**src/inc/adc_seq_pkg.sv**
```systemverilog
// shared constants for the conversion sequencer
package adc_seq_pkg;
	localparam int DATA_W = 10;
	localparam int SAMPLE_CLKS = 6;
	localparam int CONV_CLKS = 10;
	localparam int TOTAL_CLKS = 16;
	localparam int START_MODE_BIT = 7;
	localparam int CLK_SRC_BIT = 5;
	localparam int OSC_SPEED_BIT = 6;
	localparam int FORMAT_BIT = 3;
	localparam int REG_SEL_BIT = 8;
	localparam logic [9:0] CTRL_FIRST_RST = 10'h000;
	localparam logic [9:0] CTRL_SECOND_RST = 10'h000;
	localparam logic [9:0] MID_CODE = 10'h200;
	// slow and fast core clock divisors of the 100 MHz system clock
	localparam int SYS_MHZ = 100;
	localparam int OSC_SLOW_MHZ = 10;
	localparam int OSC_FAST_MHZ = 20;
	localparam int DIV_SLOW = SYS_MHZ / OSC_SLOW_MHZ;
	localparam int DIV_FAST = SYS_MHZ / OSC_FAST_MHZ;
	typedef enum logic [4:0] {
		ST_IDLE = 5'b00001,
		ST_SAMPLE = 5'b00010,
		ST_CONV = 5'b00100,
		ST_DONE = 5'b01000,
		ST_PDOWN = 5'b10000
	} seq_state_t;
endpackage

```
**src/core/adc_conversion_sequencer.sv**
```systemverilog
// sequencer, control registers and host port of a 10-bit parallel adc
// ****************************************************************
// Overview of operation
// - hardware start: sample while trigger low
// - software start: 6 sample, 10 convert clocks
// - no read after conversion: auto power-down
// - result valid when completion line falls, or when it rises in end-of-conversion mode
// - capture bus when select and write low
// - end-of-conversion line rises at conversion end
// - hardware internal: oscillator on at trigger rise
// - software start: sampling at write rising edge
// - software start: completion line pulled low
// - software internal: read rise restarts sampling
// - clock source from first register bit 5
// - oscillator starts within half period of trigger
// - oscillator speed from second register bit 6
// - port: data, completion, read, write strobes
// - straight binary or twos complement output
// - completion line high after reset
// - two host-writable control registers
// - select high means software power-down
// - first register bit 7 picks start mode
// ****************************************************************
`timescale 1ns/100ps
`default_nettype none
module adc_conversion_sequencer
	import adc_seq_pkg::*;
(
	input wire logic I_SYS_CLK,
	input wire logic I_RST,
	input wire logic I_CS_N,
	input wire logic I_RD_N,
	input wire logic I_WR_N,
	input wire logic I_CONV_TRIGGER_N,
	input wire logic I_EXT_CLK,
	input wire logic I_EOC_MODE,
	input wire logic [DATA_W-1:0] I_DATA,
	input wire logic [DATA_W-1:0] I_ADC_CODE,
	output logic [DATA_W-1:0] O_DATA,
	output logic O_DATA_OE,
	output logic O_INT_EOC,
	output logic O_SAMPLING,
	output logic O_OSC_RUN,
	output logic O_AUTO_PDOWN,
	output logic O_SW_PDOWN,
	output logic O_OSC_FAST
);
	// ****************************************************************
	// pin synchronisers
	// ****************************************************************
	localparam int NSYNC = 5;
	logic [NSYNC-1:0] pin_raw;
	logic [NSYNC-1:0] s1_q;
	logic [NSYNC-1:0] s2_q;
	logic [NSYNC-1:0] s3_q;
	logic [NSYNC-1:0] lvl_q;
	logic cs_n;
	logic rd_n;
	logic wr_n;
	logic trg_n;
	logic eclk;
	logic cs_n_prev_q;
	logic rd_n_prev_q;
	logic wr_n_prev_q;
	logic trg_n_prev_q;
	logic eclk_prev_q;
	assign pin_raw = {I_EXT_CLK, I_CONV_TRIGGER_N, I_WR_N, I_RD_N, I_CS_N};
	// a change counts only once the second and third stages agree
	always_ff @(posedge I_SYS_CLK or posedge I_RST) begin
		if (I_RST) begin
			s1_q <= 5'h0f;
			s2_q <= 5'h0f;
			s3_q <= 5'h0f;
			lvl_q <= 5'h0f;
		end else begin
			s1_q <= pin_raw;
			s2_q <= s1_q;
			s3_q <= s2_q;
			lvl_q <= (s2_q & s3_q) | (lvl_q & (s2_q | s3_q));
		end
	end
	assign cs_n = lvl_q[0];
	assign rd_n = lvl_q[1];
	assign wr_n = lvl_q[2];
	assign trg_n = lvl_q[3];
	assign eclk = lvl_q[4];
	always_ff @(posedge I_SYS_CLK or posedge I_RST) begin
		if (I_RST) begin
			cs_n_prev_q <= 1'b1;
			rd_n_prev_q <= 1'b1;
			wr_n_prev_q <= 1'b1;
			trg_n_prev_q <= 1'b1;
			eclk_prev_q <= 1'b1;
		end else begin
			cs_n_prev_q <= cs_n;
			rd_n_prev_q <= rd_n;
			wr_n_prev_q <= wr_n;
			trg_n_prev_q <= trg_n;
			eclk_prev_q <= eclk;
		end
	end
	logic wr_rise;
	logic rd_rise;
	logic trg_fall;
	logic trg_rise;
	logic eclk_rise;
	logic write_cycle;
	logic read_cycle;
	assign wr_rise = wr_n & ~wr_n_prev_q & ~cs_n;
	assign rd_rise = rd_n & ~rd_n_prev_q & ~cs_n;
	assign trg_fall = ~trg_n & trg_n_prev_q;
	assign trg_rise = trg_n & ~trg_n_prev_q;
	assign eclk_rise = eclk & ~eclk_prev_q;
	assign write_cycle = ~cs_n & ~wr_n;
	assign read_cycle = ~cs_n & ~rd_n;
	// ****************************************************************
	// control registers
	// ****************************************************************
	logic [DATA_W-1:0] ctrl_reg_first_q;
	logic [DATA_W-1:0] ctrl_reg_second_q;
	logic [DATA_W-1:0] wdata_q;
	logic [DATA_W-1:0] data_s1_q;
	logic [DATA_W-1:0] data_s2_q;
	logic [DATA_W-1:0] data_s3_q;
	logic [DATA_W-1:0] data_s4_q;
	// bus delayed as far as the strobes, so only words that stood on the
	// pins while select and write were low there are captured
	always_ff @(posedge I_SYS_CLK or posedge I_RST) begin
		if (I_RST) begin
			data_s1_q <= '0;
			data_s2_q <= '0;
			data_s3_q <= '0;
			data_s4_q <= '0;
		end else begin
			data_s1_q <= I_DATA;
			data_s2_q <= data_s1_q;
			data_s3_q <= data_s2_q;
			data_s4_q <= data_s3_q;
		end
	end
	// data is held while the strobe is low and committed at its rising edge
	always_ff @(posedge I_SYS_CLK or posedge I_RST) begin
		if (I_RST) begin
			wdata_q <= '0;
		end else if (write_cycle) begin
			wdata_q <= data_s4_q;
		end
	end
	// contents survive power-down; only reset clears them
	always_ff @(posedge I_SYS_CLK or posedge I_RST) begin
		if (I_RST) begin
			ctrl_reg_first_q <= CTRL_FIRST_RST;
			ctrl_reg_second_q <= CTRL_SECOND_RST;
		end else if (wr_rise) begin
			if (wdata_q[REG_SEL_BIT]) begin
				ctrl_reg_second_q <= wdata_q;
			end else begin
				ctrl_reg_first_q <= wdata_q;
			end
		end
	end
	logic start_mode_sel;
	logic clock_source_sel;
	logic osc_speed_sel;
	logic output_format_sel;
	assign start_mode_sel = ctrl_reg_first_q[START_MODE_BIT];
	assign clock_source_sel = ctrl_reg_first_q[CLK_SRC_BIT];
	assign osc_speed_sel = ctrl_reg_second_q[OSC_SPEED_BIT];
	assign output_format_sel = ctrl_reg_second_q[FORMAT_BIT];
	// ****************************************************************
	// internal oscillator and core clock tick
	// ****************************************************************
	seq_state_t state_q;
	logic osc_en_q;
	logic [3:0] osc_cnt_q;
	logic osc_tick;
	logic core_tick;
	logic [3:0] div_lim;
	assign div_lim = osc_speed_sel ? 4'(DIV_FAST - 1) : 4'(DIV_SLOW - 1);
	// one tick per period; the sequencer needs no even duty cycle
	assign osc_tick = osc_en_q && osc_cnt_q == div_lim;
	assign core_tick = clock_source_sel ? eclk_rise : osc_tick;
	logic start_hw;
	logic start_sw;
	logic first_wr;
	logic mode_next;
	logic src_next;
	// a write to the first register acts with its new mode and source
	// already at its own rising edge
	assign first_wr = wr_rise & ~wdata_q[REG_SEL_BIT];
	assign mode_next = first_wr ? wdata_q[START_MODE_BIT] : start_mode_sel;
	assign src_next = first_wr ? wdata_q[CLK_SRC_BIT] : clock_source_sel;
	assign start_hw = ~start_mode_sel & trg_rise;
	assign start_sw = mode_next & (wr_rise | rd_rise);
	// oscillator gated on by a hardware or software start and off after each conversion
	always_ff @(posedge I_SYS_CLK or posedge I_RST) begin
		if (I_RST) begin
			osc_en_q <= 1'b0;
		end else if (state_q == ST_DONE || ~cs_n_prev_q & cs_n) begin
			osc_en_q <= 1'b0;
		end else if (~src_next & (start_hw | start_sw)) begin
			osc_en_q <= 1'b1;
		end
	end
	always_ff @(posedge I_SYS_CLK or posedge I_RST) begin
		if (I_RST) begin
			osc_cnt_q <= 4'h0;
		end else if (!osc_en_q) begin
			osc_cnt_q <= 4'h0;
		end else if (osc_cnt_q == div_lim) begin
			osc_cnt_q <= 4'h0;
		end else begin
			osc_cnt_q <= osc_cnt_q + 4'h1;
		end
	end
	// ****************************************************************
	// conversion sequence
	// ****************************************************************
	logic [3:0] clk_cnt_q;
	logic [DATA_W-1:0] result_q;
	logic conv_end;
	assign conv_end = state_q == ST_CONV && core_tick
		&& clk_cnt_q == 4'(CONV_CLKS - 1);
	always_ff @(posedge I_SYS_CLK or posedge I_RST) begin
		if (I_RST) begin
			state_q <= ST_IDLE;
			clk_cnt_q <= 4'h0;
		end else if (cs_n) begin
			state_q <= ST_PDOWN;
			clk_cnt_q <= 4'h0;
		end else begin
			unique case (state_q)
				ST_IDLE, ST_PDOWN: begin
					clk_cnt_q <= 4'h0;
					if (~start_mode_sel & trg_fall) begin
						state_q <= ST_SAMPLE;
					end else if (start_sw) begin
						state_q <= ST_SAMPLE;
					end
				end
				ST_SAMPLE: begin
					if (~start_mode_sel) begin
						if (trg_rise) begin
							state_q <= ST_CONV;
							clk_cnt_q <= 4'h0;
						end
					end else if (core_tick) begin
						if (clk_cnt_q == 4'(SAMPLE_CLKS - 1)) begin
							state_q <= ST_CONV;
							clk_cnt_q <= 4'h0;
						end else begin
							clk_cnt_q <= clk_cnt_q + 4'h1;
						end
					end
				end
				ST_CONV: begin
					if (conv_end) begin
						state_q <= ST_DONE;
						clk_cnt_q <= 4'h0;
					end else if (core_tick) begin
						clk_cnt_q <= clk_cnt_q + 4'h1;
					end
				end
				ST_DONE: begin
					// one core clock for a read before power-down; one system clock when the oscillator is the source
					if (read_cycle) begin
						state_q <= ST_IDLE;
					end else if (core_tick | osc_tick) begin
						state_q <= ST_PDOWN;
					end else if (~clock_source_sel) begin
						state_q <= ST_PDOWN;
					end
				end
			endcase
		end
	end
	// result latched on the same clock as the completion edge so it is valid there
	always_ff @(posedge I_SYS_CLK or posedge I_RST) begin
		if (I_RST) begin
			result_q <= '0;
		end else if (conv_end) begin
			result_q <= output_format_sel ? (I_ADC_CODE ^ MID_CODE)
				: I_ADC_CODE;
		end
	end
	// ****************************************************************
	// completion line and bus drive
	// ****************************************************************
	logic int_eoc_q;
	logic int_pend_q;
	always_ff @(posedge I_SYS_CLK or posedge I_RST) begin
		if (I_RST) begin
			int_eoc_q <= 1'b1;
			int_pend_q <= 1'b0;
		end else if (I_EOC_MODE) begin
			int_pend_q <= 1'b0;
			if (state_q == ST_CONV && !conv_end) begin
				int_eoc_q <= 1'b0;
			end else begin
				int_eoc_q <= 1'b1;
			end
		end else begin
			// set wins over a read clearing it in the same cycle
			if (conv_end) begin
				int_eoc_q <= 1'b0;
				int_pend_q <= 1'b1;
			end else if (int_pend_q & read_cycle) begin
				int_eoc_q <= 1'b1;
				int_pend_q <= 1'b0;
			end
		end
	end
	always_ff @(posedge I_SYS_CLK or posedge I_RST) begin
		if (I_RST) begin
			O_DATA <= '0;
			O_DATA_OE <= 1'b0;
		end else begin
			O_DATA <= result_q;
			O_DATA_OE <= read_cycle;
		end
	end
	assign O_INT_EOC = int_eoc_q;
	assign O_SAMPLING = state_q == ST_SAMPLE;
	assign O_OSC_RUN = osc_en_q;
	assign O_AUTO_PDOWN = state_q == ST_PDOWN & ~cs_n;
	assign O_SW_PDOWN = cs_n;
	assign O_OSC_FAST = osc_speed_sel;
	// ****************************************************************
	// checks
	// ****************************************************************
	hw_sample_a: assert property (@(posedge I_SYS_CLK) disable iff (I_RST)
		state_q == ST_IDLE && !cs_n && !start_mode_sel && trg_fall
		|=> state_q == ST_SAMPLE) else $error("hw sample not started");
	sw_conv_a: assert property (@(posedge I_SYS_CLK) disable iff (I_RST)
		state_q == ST_SAMPLE && start_mode_sel && core_tick && !cs_n
		&& clk_cnt_q == 4'h5 |=> state_q == ST_CONV)
		else $error("sample length wrong");
	auto_pdown_a: assert property (@(posedge I_SYS_CLK) disable iff (I_RST)
		state_q == ST_DONE && !read_cycle && !cs_n && !clock_source_sel
		|=> state_q == ST_PDOWN) else $error("no auto power-down");
	result_valid_a: assert property (@(posedge I_SYS_CLK)
		disable iff (I_RST) conv_end |=> result_q == $past(output_format_sel
		? (I_ADC_CODE ^ MID_CODE) : I_ADC_CODE)) else $error("result stale");
	write_cap_a: assert property (@(posedge I_SYS_CLK) disable iff (I_RST)
		write_cycle |=> wdata_q == $past(data_s4_q)) else $error("write lost");
	int_low_a: assert property (@(posedge I_SYS_CLK) disable iff (I_RST)
		conv_end && !I_EOC_MODE |=> !int_eoc_q) else $error("int not low");
	osc_on_a: assert property (@(posedge I_SYS_CLK) disable iff (I_RST)
		!clock_source_sel && start_hw && state_q != ST_DONE && !cs_n
		&& !cs_n_prev_q && !wr_rise
		|=> osc_en_q) else $error("oscillator not started");
	pdown_sw_a: assert property (@(posedge I_SYS_CLK) disable iff (I_RST)
		cs_n |=> state_q == ST_PDOWN) else $error("no software power-down");
	bus_drive_a: assert property (@(posedge I_SYS_CLK) disable iff (I_RST)
		O_DATA_OE |-> $past(read_cycle)) else $error("bus driven outside read");
endmodule
`default_nettype wire

```
**config.mk**
```make
export PLATFORM = sky130hd
export DESIGN_NAME = adc_conversion_sequencer
export DESIGN_NICKNAME = d
export VERILOG_FILES = /design/src/inc/adc_seq_pkg.sv /design/src/core/adc_conversion_sequencer.sv
export SDC_FILE = /design/constraint.sdc
export NUM_CORES = 1
export LEC_CHECK = 0
export CORE_ASPECT_RATIO = 1.25
export CORE_MARGIN = 8
export CORE_UTILIZATION = 35
export CTS_BUF_LIST = sky130_fd_sc_hd__clkbuf_4 sky130_fd_sc_hd__clkbuf_8
export CTS_CLUSTER_SIZE = 10
export DETAILED_ROUTE_END_ITERATION = 8
export DONT_BUFFER_PORTS = 1
export GPL_ROUTABILITY_DRIVEN = 0
export REMOVE_ABC_BUFFERS = 1
export SETUP_SLACK_MARGIN = 0.02
export SYNTH_ARGS = -nofsm -noshare
export SYNTH_HDL_FRONTEND = slang
export SYNTH_SLANG_ARGS = --single-unit
```
**constraint.sdc**
```tcl
create_clock -name I_SYS_CLK -period 7.51 [get_ports I_SYS_CLK]
set_input_delay 0.3755 -clock I_SYS_CLK [delete_from_list [all_inputs] [get_ports I_SYS_CLK]]
set_output_delay 0.3755 -clock I_SYS_CLK [all_outputs]
set_load 0.01 [all_outputs]
```
# Yosys cells after proc, flatten, opt, wreduce, memory -nomap -nowiden
# Index checks and enable logic that the tools add are counted.
# totals
ff_bits,122
inputBits,28
out_inout_bits,17
word_cells,129
# op_classes
add_sub_neg,2
n_eq_ne,15
n_mux,36
n_bitwise,37
n_reduce_logical,14
# op_table
op,n
$mux 5,11
$mux 4,10
$pmux 5 s4,1
$and 1x1->1,17
$not 1->1,13
$mux 1,12
$pmux 4 s3,1
$and 5x5->5,2
$mux 10,1
$or 5x5->5,2
$add 4x1->4 const B,2
$ne 4x3->1 const B,2
$ne 4x4->1 const B,2
$reduce_and 6->1,1
$eq 5x1->1 const B,1
$eq 5x2->1 const B,1
$eq 5x3->1 const B,1
$eq 5x4->1 const B,1
$eq 5x5->1 const B,1
$ne 5x4->1 const B,1
$eq 4x3->1 const B,1
$eq 4x4->1,1
$eq 4x4->1 const B,1
$logic_and 1x1->1,4
other kinds (11),14

# Depth between registers and ports, before layout
# logic_depth
word_depth,10
depth_mapped,8
mapped_depth_nobuf,7

# Least setup slack after synthesis
# No wires, ideal clock.
# synth_timing
path_type,reg2reg
start,reg osc_cnt_q[0]
end,reg result_q[0]
setup_ps,125
arrival_time_ps,2123
t_required_ps,7385
slack_ps,5262
stages_incl_launch_ff,7
path_buffers,1
period_less_slack_ps,2248
cell_sequence,dfrtp_1 > nand4bb_1 > a2111o_1 > a211oi_1 > and2_0 > buf_4 > mux2_2
# synth_between
elab_chain_cells,5
# synth_rtl
element,line_no,text
from (decl),adc_conversion_sequencer.sv:175,logic [3:0] osc_cnt_q;
from (signal assigned),adc_conversion_sequencer.sv:213,osc_cnt_q <= osc_cnt_q + 4'h1;
$eq 4x4->1,adc_conversion_sequencer.sv:181,assign osc_tick = osc_en_q && osc_cnt_q == div_lim;
$logic_and 1x1->1,adc_conversion_sequencer.sv:181,
$mux 1,adc_conversion_sequencer.sv:182,assign core_tick = clock_source_sel ? eclk_rise : osc_tick;
$logic_and 1x1->1,adc_conversion_sequencer.sv:222,assign conv_end = state_q == ST_CONV && core_tick
$logic_and 1x1->1,adc_conversion_sequencer.sv:223,&& clk_cnt_q == 4'(CONV_CLKS - 1);
to (signal assigned),adc_conversion_sequencer.sv:282,result_q <= output_format_sel ? (I_ADC_CODE ^ MID_CODE)
to (decl),adc_conversion_sequencer.sv:220,logic [DATA_W-1:0] result_q;
# No other way between the ends.
# A chain may end at the register's enable or synchronous reset.

# Final worst setup path
# layout_timing
start,reg ctrl_reg_second_q[6]
end,reg result_q[3]
# layout_between
elab_chain_cells,6
# layout_rtl
element,line_no,text
from (decl),adc_conversion_sequencer.sv:120,logic [DATA_W-1:0] ctrl_reg_second_q;
from (signal assigned),adc_conversion_sequencer.sv:156,ctrl_reg_second_q <= wdata_q;
$mux 4,adc_conversion_sequencer.sv:179,assign div_lim = osc_speed_sel ? 4'(DIV_FAST - 1) : 4'(DIV_SLOW - 1);
$eq 4x4->1,adc_conversion_sequencer.sv:181,
$logic_and 1x1->1,adc_conversion_sequencer.sv:181,
$mux 1,adc_conversion_sequencer.sv:182,
$logic_and 1x1->1,adc_conversion_sequencer.sv:222,
$logic_and 1x1->1,adc_conversion_sequencer.sv:223,
# No other way between the ends.

==> results_dict.tcl <==
set metrics [dict create \
    status "finished clean" \
    die_h_um 124 \
    wl_met3_um 255 \
    fin_crit_sh_pct 36.5 \
    num_antenna_cells 0 \
    hpwl_um 3570 \
    die_area_um2 12600 \
    clock-sinks 91 \
    layout.nets 266 \
    yosysUniqueCellTypes 46 \
    rows 39 \
    fmax_mhz 365 \
    critical_path.endpoint_type "flip-flop" \
    grt_pass1_wl_um 8850 \
    core_um2 9080 \
    mostFrequentLayoutCells "68 x dfrtp_1, 23 x dfstp_2, 19 x nor2_1" \
    cp.required_ns 7.75 \
    relSlewSlack_pct 28.1 \
    grt_pass1_vias 1794 \
    grt_overflow 0 \
    clk-insertion-delay-late_ns 0.36 \
    synth_ff_type "dfrtp_1" \
    cts.htree.levels 3 \
    drc 0 \
    synthCells 223 \
    cts-root-buf "clkbuf_8" \
    drt.antenna.violating_nets 0 \
    r2r-start "ctrl_reg_second_q[6]$_DFFE_PP0P_" \
    hold_violations 0 \
    detail_route.vias_per_cell 4.70 \
    wire_per_inst_um 14.5 \
    cts_tree "yes" \
    first_iter_violations 85 \
    setup-violations-final 0 \
    rr_endpoint "result_q[3]$_DFFE_PP0P_" \
    antenna_found_initial 0 \
    cap_violations 0 \
    synthesis.area_um2 3250 \
    initial_core_util_pct 35.8 \
    crit_end "result_q[3]$_DFFE_PP0P_" \
    grt_max_degree 92 \
    ys_seq_elements 91 \
    powerDensity_nw_per_um2 286 \
    drive_gt1_share_pct 26.3 \
    slew_violations 0 \
    ctsHoldBuffers 4 \
    synthArstFlopShare_pct 100 \
    clk_transition_reported_paths_ns 0.08 \
    rsz0062_at_grt "false" \
    leakage_nw 1.57 \
    port_buffers 0 \
    ioPinCount 45 \
    timing.hold.ws_ns 0.0431 \
    tightest_slew_ns 1.08 \
    yosysSeqAreaShare_pct 71.0 \
    arrival_ns 2.98 \
    clockBufferDepth 2 \
    wl_met2_um 2540 \
    crit_type "reg -> reg" \
    die_w_um 102 \
    maxUsedRoutingLayer "met4" \
    setup_tns_ns 0 \
    wl_met1_um 2260 \
    ir_drop_v 0.000148 \
    regToRegSetupSlack_ns 4.77 \
    routed_wl_um 5270 \
    vias 1706 \
    grt_use_total_pct 9.23 \
    areaGrowthSynthToFinish_pct 11.2 \
    final_common_cell "dfrtp_1" \
    setup.worst_path.start "ctrl_reg_second_q[6]$_DFFE_PP0P_" \
    yosys_warnings 0 \
    post_cts_buffers 0 \
    syn_area_per_cell_um2 14.6 \
    drt_pre_antenna_iters 4 \
    start_kind "flip-flop" \
    cts_buffers 9 \
    fin_crit_ns 2.74 \
    crit_fanout 13 \
    ctsResizeCount 0 \
    rr_worst_depth 5 \
    skew_ns 0.0136 \
    synth-edff-count 0 \
    worstHoldPathType "in -> reg" \
]
==> cell usage after synthesis (all sizes together), types with 2 or more instances <==
library cell  instances  area (um^2)
a211o                 2         17.5
nor3                  2         10.0
maj3                  5         50.1
a22o                  2         17.5
nand4bb               2         22.5
mux2i                 2         20.0
mux2                 18          203
and3                  3         18.8
o21bai                2         15.0
nor4b                 2         23.8
dfstp                23          604
dfrtp                68         1700
xnor2                 3         26.3
o21ai                 3         15.0
inv                  11         41.3
or4                   2         15.0
clkbuf                3         11.3
nor3b                 2         15.0
nand2b                4         25.0
o31ai                 2         15.0
and2                  2         12.5
nand3                 3         15.0
nor2                 19         71.3
nand2                 9         33.8
a21oi                 9         45.0
nor2b                 2         15.0
ha                    3         37.5
==> worst max-delay path: stages (launching register included) <==
cell,delay (ns)
dfrtp_1,0.46
nand4bb_1,0.24
a2111o_1,0.49
a211oi_1,0.31
and2_0,0.71
mux2_2,0.41
==> where the power goes <==
part | internal (W) | switching (W)
Clock | 0.000136 | 0.000159
Sequential | 0.000545 | 0.0000502
Combinational | 0.0000629 | 0.0000805
==> worst min-delay path by stage <==
stage	startpoint	endpoint	slack [ns]	depth (start not counted)
2_1_floorplan	data_s1_q[3]$_DFF_PP0_	data_s2_q[3]$_DFF_PP0_	0.33	0
3_3_place_gp	data_s1_q[7]$_DFF_PP0_	data_s2_q[7]$_DFF_PP0_	0.33	0
3_5_place_dp	data_s2_q[7]$_DFF_PP0_	data_s3_q[7]$_DFF_PP0_	0.33	0
4_1_cts	I_DATA[6]	data_s1_q[6]$_DFF_PP0_	0.02	0
5_1_grt	I_DATA[6]	data_s1_q[6]$_DFF_PP0_	0.02	0
6_report	I_DATA[6]	data_s1_q[6]$_DFF_PP0_	0.04	0
==> routing by layer <==
metal | vias up | global-route usage, %
met5 | - | 0
met1 | 855 | 10.4
met2 | 35 | 13.9
met3 | 14 | 2.68
li1 | 802 | -
met4 | 0 | 8.56
==> logic make-up after synthesis <==
group                      after synthesis  share of synthesized area [%]
adders and majority gates                8                           2.70
DFF                                     91                           71.0
buffers and inverters                   15                           1.85
muxes                                   20                           6.85
and+or+nand+nor                         55                           9.16
AOI/OAI and AO/OA                       30                           7.39
xor gates and xnor gates                 4                           1.08
==> metrics by stage <==
stage	util [%]	worst slack, ns	power (W)	instance area, um^2	instances
after global routing	39.8	4.58	0.00110	3610	363
final	39.8	4.77	0.00103	3610	363
after CTS	39.8	4.71	0.00105	3610	363
after floorplan	-	4.81	0.000705	3230	219
after global placement	37.4	4.73	0.000743	3390	343
after detailed placement	37.4	4.72	0.000750	3390	343
==> cell type report <==
| cell class | count | area (um^2) |
|---|---|---|
| sequential | 91 | 2310 |
| inverter | 11 | 42.5 |
| multi-input combinational | 117 | 883 |
| clock buffer | 12 | 153 |
| timing repair buffer | 5 | 47.5 |
| tap | 123 | 154 |
| clock inverter | 4 | 26.3 |
| fill | 851 | 5460 |
==> registers in the layout, indices dropped and copies added, names as in the netlist, 2 cells and up <==
signal / count
s1_q: 5
data_s4_q: 5
data_s2_q: 5
state_q: 5
ctrl_reg_second_q: 2
clk_cnt_q: 4
data_s3_q: 5
result_q: 10
osc_cnt_q: 4
O_DATA: 10
data_s1_q: 5
lvl_q: 5
s3_q: 5
ctrl_reg_first_q: 2
s2_q: 5
wdata_q: 5
Power figures use the tool's default switching activity.
